## src/tcp_regs.vh

```
`ifndef TCP_REGS_VH
`define TCP_REGS_VH

// register indices (byte address = index * 4 is not used; plain port uses index)
`define TCP_ADDR_W 4
`define TCP_A_CTRL 4'h0
`define TCP_A_PERIOD 4'h1
`define TCP_A_CMP 4'h2
`define TCP_A_COUNT 4'h3
`define TCP_A_CAPT 4'h4
`define TCP_A_STAT 4'h5
`define TCP_A_MASK 4'h6
`define TCP_A_DEAD 4'h7

// control fields
`define TCP_C_START 0
`define TCP_C_MODE_LO 1
`define TCP_C_MODE_HI 2
`define TCP_C_CMP_LO 3
`define TCP_C_CMP_HI 5
`define TCP_C_CLK_LO 6
`define TCP_C_CLK_HI 7
`define TCP_C_COMPL 8
`define TCP_CTRL_W 9

// run modes
`define TCP_MODE_FREE 2'h0
`define TCP_MODE_ONESHOT 2'h1
`define TCP_MODE_ENABLE 2'h2

// comparison selects
`define TCP_CMP_LESS 3'h0
`define TCP_CMP_LESS_OR_EQUAL 3'h1
`define TCP_CMP_EQUAL 3'h2
`define TCP_CMP_GREATER_OR_EQUAL 3'h3
`define TCP_CMP_GREATER 3'h4

// status bits
`define TCP_S_TC 0
`define TCP_S_CMP 1
`define TCP_S_CAPT 2
`define TCP_STAT_W 3

// reset values and counter constants
`define TCP_CTRL_RST 9'h000
`define TCP_PERIOD_RST 16'hffff
`define TCP_CMP_RST 16'h0000
`define TCP_DEAD_RST 8'h00
`define TCP_ZERO16 16'h0000
`define TCP_ONE16 16'h0001
`define TCP_ONE8 8'h01
`define TCP_ZERO8 8'h00

`endif

```

## src/tcp_timer.v

```verilog
`timescale 1ns/100ps
`include "tcp_regs.vh"

module tcp_timer
(
   clk,
   arst_n,
   addr,
   wdata,
   wr,
   rd,
   rdata,
   clk_src,
   enable_in,
   timer_rst,
   capture_in,
   kill_in,
   cmp_out,
   tc_out,
   irq
);
   input wire clk;
   input wire arst_n;
   input wire [`TCP_ADDR_W-1:0] addr;
   input wire [31:0] wdata;
   input wire wr;
   input wire rd;
   output reg [31:0] rdata;
   input wire [3:0] clk_src;
   input wire enable_in;
   input wire timer_rst;
   input wire capture_in;
   input wire kill_in;
   output reg cmp_out;
   output reg tc_out;
   output reg irq;

   reg rst_s1_r;
   reg rst_s2_r;
   wire rst_n;
   reg [`TCP_CTRL_W-1:0] ctrl_r;
   reg [15:0] period_r;
   reg [15:0] cmp_val_r;
   reg [7:0] dead_r;
   reg [15:0] count_r;
   reg [15:0] count_nxt;
   reg [15:0] capt_r;
   reg [`TCP_STAT_W-1:0] stat_r;
   reg [`TCP_STAT_W-1:0] mask_r;
   reg running_r;
   reg reload_r;
   reg src_prev_r;
   reg cmp_raw_prev_r;
   reg [7:0] db_cnt_r;
   reg capt_prev_r;
   reg tc_now;
   wire [1:0] mode;
   wire [2:0] cmp_sel;
   wire src_lvl;
   wire tick;
   wire may_count;
   wire step;
   wire cmp_raw;
   wire cmp_edge;
   wire capt_ev;
   wire start_wr;
   wire [`TCP_STAT_W-1:0] events;

   function cmp_fn;
      input [2:0] sel;
      input [15:0] a;
      input [15:0] b;
      begin
         case (sel)
            `TCP_CMP_LESS: cmp_fn = a < b;
            `TCP_CMP_LESS_OR_EQUAL: cmp_fn = a <= b;
            `TCP_CMP_EQUAL: cmp_fn = a == b;
            `TCP_CMP_GREATER_OR_EQUAL: cmp_fn = a >= b;
            `TCP_CMP_GREATER: cmp_fn = a > b;
            default: cmp_fn = 1'b0;
         endcase
      end
   endfunction

   // reset release through two flops
   always @(posedge clk or negedge arst_n)
   begin
      if (!arst_n)
      begin
         rst_s1_r <= 1'b0;
         rst_s2_r <= 1'b0;
      end
      else
      begin
         rst_s1_r <= 1'b1;
         rst_s2_r <= rst_s1_r;
      end
   end
   assign rst_n = rst_s2_r;

   assign mode = ctrl_r[`TCP_C_MODE_HI:`TCP_C_MODE_LO];
   assign cmp_sel = ctrl_r[`TCP_C_CMP_HI:`TCP_C_CMP_LO];
   assign src_lvl = clk_src[ctrl_r[`TCP_C_CLK_HI:`TCP_C_CLK_LO]];
   assign tick = src_lvl & ~src_prev_r;
   assign may_count = running_r & ((mode != `TCP_MODE_ENABLE) | enable_in);
   assign step = tick & may_count;
   assign start_wr = wr & (addr == `TCP_A_CTRL) & wdata[`TCP_C_START];
   assign cmp_raw = cmp_fn(cmp_sel, count_r, cmp_val_r);
   assign cmp_edge = cmp_raw ^ cmp_raw_prev_r;
   assign capt_ev = capture_in & ~capt_prev_r;
   assign events = {capt_ev, cmp_raw & ~cmp_raw_prev_r, tc_now};

   always @*
   begin
      tc_now = 1'b0;
      count_nxt = count_r;
      if (start_wr | timer_rst | reload_r)
         count_nxt = period_r;
      else if (step)
      begin
         if (count_r == `TCP_ZERO16)
            tc_now = 1'b0;
         else
         begin
            count_nxt = count_r - `TCP_ONE16;
            tc_now = (count_nxt == `TCP_ZERO16);
         end
      end
   end

   // read multiplexer, unmapped indices read zero
   function [31:0] rd_fn;
      input [`TCP_ADDR_W-1:0] a;
      input [`TCP_CTRL_W-1:0] ctl;
      input run;
      input [15:0] per;
      input [15:0] cv;
      input [15:0] cnt;
      input [15:0] cap;
      input [`TCP_STAT_W-1:0] st;
      input [`TCP_STAT_W-1:0] msk;
      input [7:0] dv;
      begin
         case (a)
            `TCP_A_CTRL: rd_fn = {23'h000000, ctl[`TCP_CTRL_W-1:1], run};
            `TCP_A_PERIOD: rd_fn = {16'h0000, per};
            `TCP_A_CMP: rd_fn = {16'h0000, cv};
            `TCP_A_COUNT: rd_fn = {16'h0000, cnt};
            `TCP_A_CAPT: rd_fn = {16'h0000, cap};
            `TCP_A_STAT: rd_fn = {29'h00000000, st};
            `TCP_A_MASK: rd_fn = {29'h00000000, msk};
            `TCP_A_DEAD: rd_fn = {24'h000000, dv};
            default: rd_fn = 32'h0000_0000;
         endcase
      end
   endfunction

   // edge detector history
   always @(posedge clk or negedge rst_n)
   begin
      if (!rst_n)
      begin
         src_prev_r <= 1'b0;
         capt_prev_r <= 1'b0;
         cmp_raw_prev_r <= 1'b0;
      end
      else
      begin
         src_prev_r <= src_lvl;
         capt_prev_r <= capture_in;
         cmp_raw_prev_r <= cmp_raw;
      end
   end

   // counter and deferred reload
   always @(posedge clk or negedge rst_n)
   begin
      if (!rst_n)
      begin
         count_r <= `TCP_PERIOD_RST;
         reload_r <= 1'b0;
      end
      else
      begin
         count_r <= count_nxt;
         reload_r <= tc_now & ~(mode == `TCP_MODE_ONESHOT);
      end
   end

   // run flag
   always @(posedge clk or negedge rst_n)
   begin
      if (!rst_n)
      begin
         running_r <= 1'b0;
      end
      else
      begin
         if (start_wr)
            running_r <= 1'b1;
         else if (tc_now & (mode == `TCP_MODE_ONESHOT))
            running_r <= 1'b0;
      end
   end

   // capture holding register
   always @(posedge clk or negedge rst_n)
   begin
      if (!rst_n)
      begin
         capt_r <= `TCP_ZERO16;
      end
      else if (capt_ev)
      begin
         capt_r <= count_r;
      end
   end

   // deadband counter restarts on each compare change
   always @(posedge clk or negedge rst_n)
   begin
      if (!rst_n)
      begin
         db_cnt_r <= `TCP_ZERO8;
      end
      else
      begin
         if (cmp_edge)
            db_cnt_r <= dead_r;
         else if (db_cnt_r != `TCP_ZERO8)
            db_cnt_r <= db_cnt_r - `TCP_ONE8;
      end
   end

   // compare and terminal count outputs
   always @(posedge clk or negedge rst_n)
   begin
      if (!rst_n)
      begin
         cmp_out <= 1'b0;
         tc_out <= 1'b0;
      end
      else
      begin
         if (kill_in)
         begin
            cmp_out <= 1'b0;
            tc_out <= ctrl_r[`TCP_C_COMPL] ? 1'b0 : tc_now;
         end
         else if (ctrl_r[`TCP_C_COMPL])
         begin
            // both low through the deadband
            cmp_out <= cmp_raw & ~cmp_edge & (db_cnt_r == `TCP_ZERO8);
            tc_out <= ~cmp_raw & ~cmp_edge & (db_cnt_r == `TCP_ZERO8);
         end
         else
         begin
            cmp_out <= cmp_raw;
            tc_out <= tc_now;
         end
      end
   end

   // configuration registers
   always @(posedge clk or negedge rst_n)
   begin
      if (!rst_n)
      begin
         ctrl_r <= `TCP_CTRL_RST;
         period_r <= `TCP_PERIOD_RST;
         cmp_val_r <= `TCP_CMP_RST;
         dead_r <= `TCP_DEAD_RST;
         mask_r <= {`TCP_STAT_W{1'b0}};
      end
      else if (wr)
      begin
         case (addr)
            `TCP_A_CTRL: ctrl_r <= {wdata[`TCP_CTRL_W-1:1], 1'b0};
            `TCP_A_PERIOD: period_r <= wdata[15:0];
            `TCP_A_CMP: cmp_val_r <= wdata[15:0];
            `TCP_A_DEAD: dead_r <= wdata[7:0];
            `TCP_A_MASK: mask_r <= wdata[`TCP_STAT_W-1:0];
            default: ;
         endcase
      end
   end

   // set wins over write-one-to-clear
   always @(posedge clk or negedge rst_n)
   begin
      if (!rst_n)
      begin
         stat_r <= {`TCP_STAT_W{1'b0}};
      end
      else
      begin
         if (wr && addr == `TCP_A_STAT)
            stat_r <= (stat_r & ~wdata[`TCP_STAT_W-1:0]) | events;
         else
            stat_r <= stat_r | events;
      end
   end

   // level interrupt
   always @(posedge clk or negedge rst_n)
   begin
      if (!rst_n)
      begin
         irq <= 1'b0;
      end
      else
      begin
         irq <= |(stat_r & mask_r);
      end
   end

   // read data stands one cycle, zero otherwise
   always @(posedge clk or negedge rst_n)
   begin
      if (!rst_n)
      begin
         rdata <= 32'h0000_0000;
      end
      else if (rd)
      begin
         rdata <= rd_fn(addr, ctrl_r, running_r, period_r, cmp_val_r, count_r, capt_r, stat_r, mask_r, dead_r);
      end
      else
      begin
         rdata <= 32'h0000_0000;
      end
   end
endmodule

```

## config.mk

```make
export PLATFORM = sky130hd
export DESIGN_NAME = tcp_timer
export DESIGN_NICKNAME = d
export VERILOG_FILES = /design/src/tcp_timer.v
export VERILOG_INCLUDE_DIRS = /design/src
export SDC_FILE = /design/constraint.sdc
export NUM_CORES = 1
export LEC_CHECK = 0
export ABC_AREA = 1
export BUFFER_PORTS_ARGS = -buffer_cell sky130_fd_sc_hd__clkbuf_2
export CAP_MARGIN = 5
export CORE_ASPECT_RATIO = 1.5
export CORE_MARGIN = 4
export CORE_UTILIZATION = 52
export DETAILED_ROUTE_END_ITERATION = 12
export GPL_ROUTABILITY_DRIVEN = 0
export PLACE_DENSITY_LB_ADDON = 0.3
export SYNTH_ARGS = -nofsm -noshare
export SYNTH_HDL_FRONTEND = slang
export SYNTH_SLANG_ARGS = --single-unit
```

## constraint.sdc

```tcl
create_clock -name clk -period 3.6 [get_ports clk]
set_clock_uncertainty 0.05 [all_clocks]
set_input_delay 0.18 -clock clk [delete_from_list [all_inputs] [get_ports clk]]
set_output_delay 0.18 -clock clk [all_outputs]
set_load 0.02 [all_outputs]
```

* Word-level counts from Yosys, hierarchy flattened
Cells that the tools add are included.
** Word-level totals
- Output and inout port bits :: 35
- Flip-flop bits (word level) :: 136
- Logic and storage cells :: 108
- Bits of input ports :: 48
** Cells by class
- Bitwise logic cells :: 28
- Equality and inequality tests :: 15
- Magnitude comparators :: 5
- Muxes and demuxes :: 21
- $add $sub $neg :: 2
- Reductions and logical operators :: 17
** Operators with widths (number)
- $pmux 16 s8 :: 1
- $mux 16 :: 3
- $logic_not 16->1 :: 2
- $mux 32 :: 1
- $eq 16x16->1 :: 1
- $eq 4x3->1 const B :: 4
- $ge 16x16->1 :: 1
- $gt 16x16->1 :: 1
- $le 16x16->1 :: 1
- $lt 16x16->1 :: 1
- $mux 8 :: 2
- $sub 16x1->16 const B :: 1
- $and 1x1->1 :: 13
- $reduce_and 2->1 :: 6
- $mux 1 :: 11
- $eq 4x2->1 const B :: 2
- $logic_not 8->1 :: 1
- $reduce_bool 8->1 :: 1
- $sub 8x1->8 const B :: 1
- $and 3x3->3 :: 2
- $eq 3x2->1 const B :: 2
- $not 1->1 :: 6
- $or 3x3->3 :: 2
- $reduce_bool 2->1 :: 3
- other kinds (16) :: 19

* Depth between registers and ports, before layout
- Word-level depth :: 9
- Depth in mapped cells :: 20
- Gate-level depth less buffers :: 20

* Least setup slack after synthesis
No wires, ideal clock.
- Path kind :: reg-to-reg
- Start point :: register count_r[0]
- End point :: register db_cnt_r[6]
- Library setup time :: 64 ps
- Slack :: 1083 ps
- Buffers on the path :: 0
- Data required time :: 3486 ps
- Cell stages (with the launch flop) :: 21
- Arrival time :: 2403 ps
- Period minus slack after synthesis :: 2517 ps
- Path through :: dfstp_2 -> clkinv_1 -> ha_1 -> inv_1 -> nand2_1 -> nand2_1 -> nand2_1 -> nand2_1 -> nand2_1 -> nand2_1 -> nand2_1 -> nand2_1 -> nand2_1 -> nand2_1 -> nand2_1 -> nor2_1 -> ha_1 -> nor2_1 -> inv_1 -> a21oi_1 -> a21o_1
** On the way
- Cells in the longest elaborated chain, start to end :: 4
- Elaborated cells between the ends (all ways) :: 9
- Classes of those cells :: order compare (4); eq/ne (1); mux (2); bitwise (1); reduce/logical (1)
** RTL lines
- start: declaration :: line tcp_timer.v:45 : reg [15:0] count_r;
- start signal: assignment :: line tcp_timer.v:180 : count_r <= `TCP_PERIOD_RST;
- start signal: assignment :: line tcp_timer.v:185 : count_r <= count_nxt;
- $gt 16x16->1, or another cell as far along :: line tcp_timer.v:79 : `TCP_CMP_GREATER: cmp_fn = a > b;
- $pmux 1 s5 (*) :: line tcp_timer.v:74 : case (sel)
- $xor 1x1->1 (*) :: line tcp_timer.v:109 : assign cmp_edge = cmp_raw ^ cmp_raw_prev_r;
- $mux 8 / $reduce_bool 2->1 (equally long branches)
- end signal: assignment :: line tcp_timer.v:224 : db_cnt_r <= `TCP_ZERO8;
- end signal: assignment :: line tcp_timer.v:229 : db_cnt_r <= dead_r;
- end signal: assignment :: line tcp_timer.v:231 : db_cnt_r <= db_cnt_r - `TCP_ONE8;
- end: declaration :: line tcp_timer.v:54 : reg [7:0] db_cnt_r;
Mark *: on every way between the ends. The rest lies on a longest branch, timed or not.
A chain may end at the register's enable or synchronous reset.

* Worst setup path in the final report
Same ends and word-level chain as after synthesis.

==> results.py <==
metrics = {
    "setup_path": {
        "required_ns": 3.90,
        "rrSetupSlack_ns": 0.42,
        "critical_path.max_fanout": 10,
        "worst_ep_arrival_time_ns": 3.49,
        "crit_type": "reg2reg",
        "critPathLaunchType": "flip-flop",
        "crit_path_end_kind": "flip-flop",
        "rr_worst_depth": 14,
        "r2r-end": "db_cnt_r[6]$_DFFE_PN0P_",
        "r2r-start": "count_r[0]$_DFFE_PN1P_",
    },
    "logic_synthesis": {
        "synthCells": 764,
        "synth_edf_count": 0,
        "synth_cell_types": 41,
        "synth.avg_cell_area_um2": 8.21,
        "ys_warn_count": 0,
        "syn_area_um2": 6270,
        "async_flop_share_pct": 100,
        "synth-seq-cells": 120,
        "ys_seq_area_share_pct": 48.5,
        "synth_flop_cell": "dfrtp_1",
    },
    "clock_tree": {
        "ctsResizeCount": 0,
        "htree_levels": 4,
        "numCtsBuffers": 17,
        "ctsLongestPathBuffers": 2,
        "cts_tree": "done",
        "cts.reportedPaths.clkPinSlew_ns": 0.05,
        "cts-root-buf": "clkbuf_16",
        "cts_sinks": 120,
        "insertion_delay_ns": 0.42,
    },
    "floorplan": {
        "design.core.area_um2": 11700,
        "std_cell_rows": 48,
        "die_w_um": 97.7,
        "ios": 83,
        "dieArea_um2": 13900,
        "initial_core_util_pct": 53.8,
        "die_y_um": 142,
    },
    "power_and_ir_drop": {
        "p_per_area_nw_per_um2": 694,
        "pwr-share-comb_pct": 29.4,
        "p_sw_w": 0.00182,
        "p_clk_share_pct": 31.9,
        "switching_share_pct": 36.0,
        "p_seq_share_pct": 38.8,
        "static-leakage-power_nw": 3.59,
        "p_int_w": 0.00324,
        "irDropWorstVdd_mv": 0.359,
    },
    "detailed_routing": {
        "firstDrtPassIters": 5,
        "ant_nets": 0,
        "viasPerCell": 5.59,
        "via_count": 5554,
        "wl_um": 16500,
        "wl_per_cell_um": 16.6,
        "route.detailed.drc": 0,
        "drt_iter0_markers": 334,
    },
    "cells_and_area": {
        "nNetsFinal": 902,
        "fill_cells": 1003,
        "area_growth_syn_to_layout_pct": 16.3,
        "fin_area_um2": 7290,
        "diodes": 0,
        "drive_gt1_share_pct": 16.8,
    },
    "grt": {
        "grt_use_total_pct": 24.8,
        "grt_pass1_vias": 5663,
        "grt_pass1_wl_um": 27300,
        "grt-ovfl-total": 0,
        "grt_start_max_net_pins": 45,
        "antenna_found_initial": 0,
    },
    "timing": {
        "period_share_pct": 88.5,
        "setup_slack_ns": 0.415,
        "slew_headroom_pct": 26.7,
        "setup_violations": 0,
        "tightestPinTransition_ns": 1.10,
        "timing.fmax_mhz": 314,
        "rsz0062_at_grt": "false",
        "final_hold_viol_count": 0,
        "drv_slew": 0,
        "fin_tns_setup_ns": 0,
        "min_period_ns": 3.18,
        "fin_hold_ws_ns": 0.0187,
    },
    "hold_path": {
        "whs_path_depth": 3,
        "hp-start": "wdata[6]",
        "hp-class": "in2reg",
        "hold_path_end": "period_r[6]$_DFFE_PN1P_",
    },
    "place": {
        "placed_area_um2": 6600,
        "hpwl_um": 11800,
        "dp_slack_ns": 0.511,
        "port_buffers": 50,
    },
    "status": {
        "outcome": "finished clean",
    },
    "job": {
        "maxCapViolCount": 0,
    },
}
[cell families (layout without fill, tap and decap cells)]
group,after synthesis,count (layout),synth area share (%)
other,2,17,0.120
AND/OR/NAND/NOR,324,324,21.5
buffers and inverters,129,194,8.96
XOR/XNOR,8,8,1.12
adder cells (fa/ha/maj),23,23,4.59
AO/OA/AOI/OAI,158,158,15.2
flip-flops,120,120,48.5
[worst max-delay path, cell delays in order (launching register included)]
cell      delay, ns
dfstp_2        0.54
clkinv_1       0.27
ha_1           0.39
nand3_1        0.14
nor3_1         0.23
nand4_1        0.11
nand2_1        0.09
inv_1          0.04
nand2_1        0.07
nor2_1         0.06
ha_1           0.38
nor2_1         0.28
inv_1          0.16
a21oi_1        0.20
a21o_1         0.12
[worst max-delay path by stage]
stage                                    to  cells after the start                   start
CTS                 db_cnt_r[6]$_DFFE_PN0P_                     14  count_r[0]$_DFFE_PN1P_
detailed placement  db_cnt_r[6]$_DFFE_PN0P_                     14  count_r[0]$_DFFE_PN1P_
finish              db_cnt_r[6]$_DFFE_PN0P_                     14  count_r[0]$_DFFE_PN1P_
global placement    db_cnt_r[6]$_DFFE_PN0P_                     14  count_r[0]$_DFFE_PN1P_
floorplan             capt_prev_r$_DFF_PN0_                      0         rst_n$_DFF_PN0_
global route        db_cnt_r[6]$_DFFE_PN0P_                     20  count_r[0]$_DFFE_PN1P_
[placed cells by master (no fill, tap or decap), drive strengths merged, types with 15 or more instances in the layout]
cell type	Yosys	final
a221oi	15	15
ha	23	23
dfrtp	88	88
nand2	220	220
nand3	21	21
o21ai	84	84
conb	2	17
clkbuf	12	69
nor2	68	68
inv	92	92
o22ai	15	15
dfstp	32	32
[sequential cells by signal, indices dropped and copies added, names as in the netlist, 3 cells and up]
| register | cells |
|---|---|
| capt_r | 16 |
| dead_r | 8 |
| cmp_val_r | 16 |
| stat_r | 3 |
| count_r | 16 |
| ctrl_r | 8 |
| period_r | 16 |
| rdata | 16 |
| mask_r | 3 |
| db_cnt_r | 8 |
[cells in the mapped netlist (3+ instances only)]
cell type	n	share of area, %
nand2_1	212	13
inv_1	90	5.4
dfrtp_1	88	35
o21ai_0	82	6.5
nor2_1	59	3.5
dfstp_2	32	13
ha_1	23	4.6
buf_4	19	2.3
nand3_1	19	1.5
a221oi_1	15	2.1
o22ai_1	15	1.5
o211ai_1	14	1.7
a21oi_1	12	0.96
clkbuf_1	12	0.72
nor2_2	7	0.70
nor3_1	7	0.56
nand2_2	6	0.60
a31oi_1	5	0.50
buf_2	5	0.40
nand4_1	5	0.50
xor2_1	5	0.70
a22o_1	3	0.42
xnor2_1	3	0.42
[power by group through the flow]
| stage | clock network (W) | logic, W | registers [W] |
|---|---|---|---|
| 4_1_cts | 0.00164 | 0.00148 | 0.00196 |
| 6_report | 0.00161 | 0.00149 | 0.00196 |
| 3_5_place_dp | 0 | 0.00146 | 0.00198 |
| 2_1_floorplan | 0 | 0.00109 | 0.00193 |
| 5_1_grt | 0.00171 | 0.00169 | 0.00201 |
| 3_3_place_gp | 0 | 0.00140 | 0.00196 |
[per-layer routing]
layer | GRT usage (%) | share of wire, % | vias up
met2 | 43.2 | 52 | 206
met4 | 14.7 | 5.4 | 0
li1 | - | - | 2612
met1 | 26.9 | 38 | 2677
met5 | 0 | 0 | -
met3 | 6.72 | 5.2 | 59
[through the flow]
stage / power [W] / utilization (%) / instances
6_report: 0.00507 / 62.6 / 994
4_1_cts: 0.00507 / 62.6 / 994
2_1_floorplan: 0.00302 / - / 779
3_5_place_dp: 0.00343 / 56.6 / 949
3_3_place_gp: 0.00335 / 56.6 / 949
5_1_grt: 0.00540 / 62.6 / 994
[cell type report]
cell class                 count  area [µm²]  share of cell area [%]
sequential                   120        3050                    41.8
multi-input combinational    530        2720                    37.3
clock buffer                  19         433                    5.93
timing repair buffer          69         425                    5.83
inverter                      93         349                    4.79
tap                          150         188                    2.57
clock inverter                13         131                    1.80
[timing repair]
item	4_1_cts	5_1_grt
hold buffers	13	0
endpoints found under the hold margin	22	0
setup buffers	0	0
No activity file was read; power rests on OpenSTA's default activity.
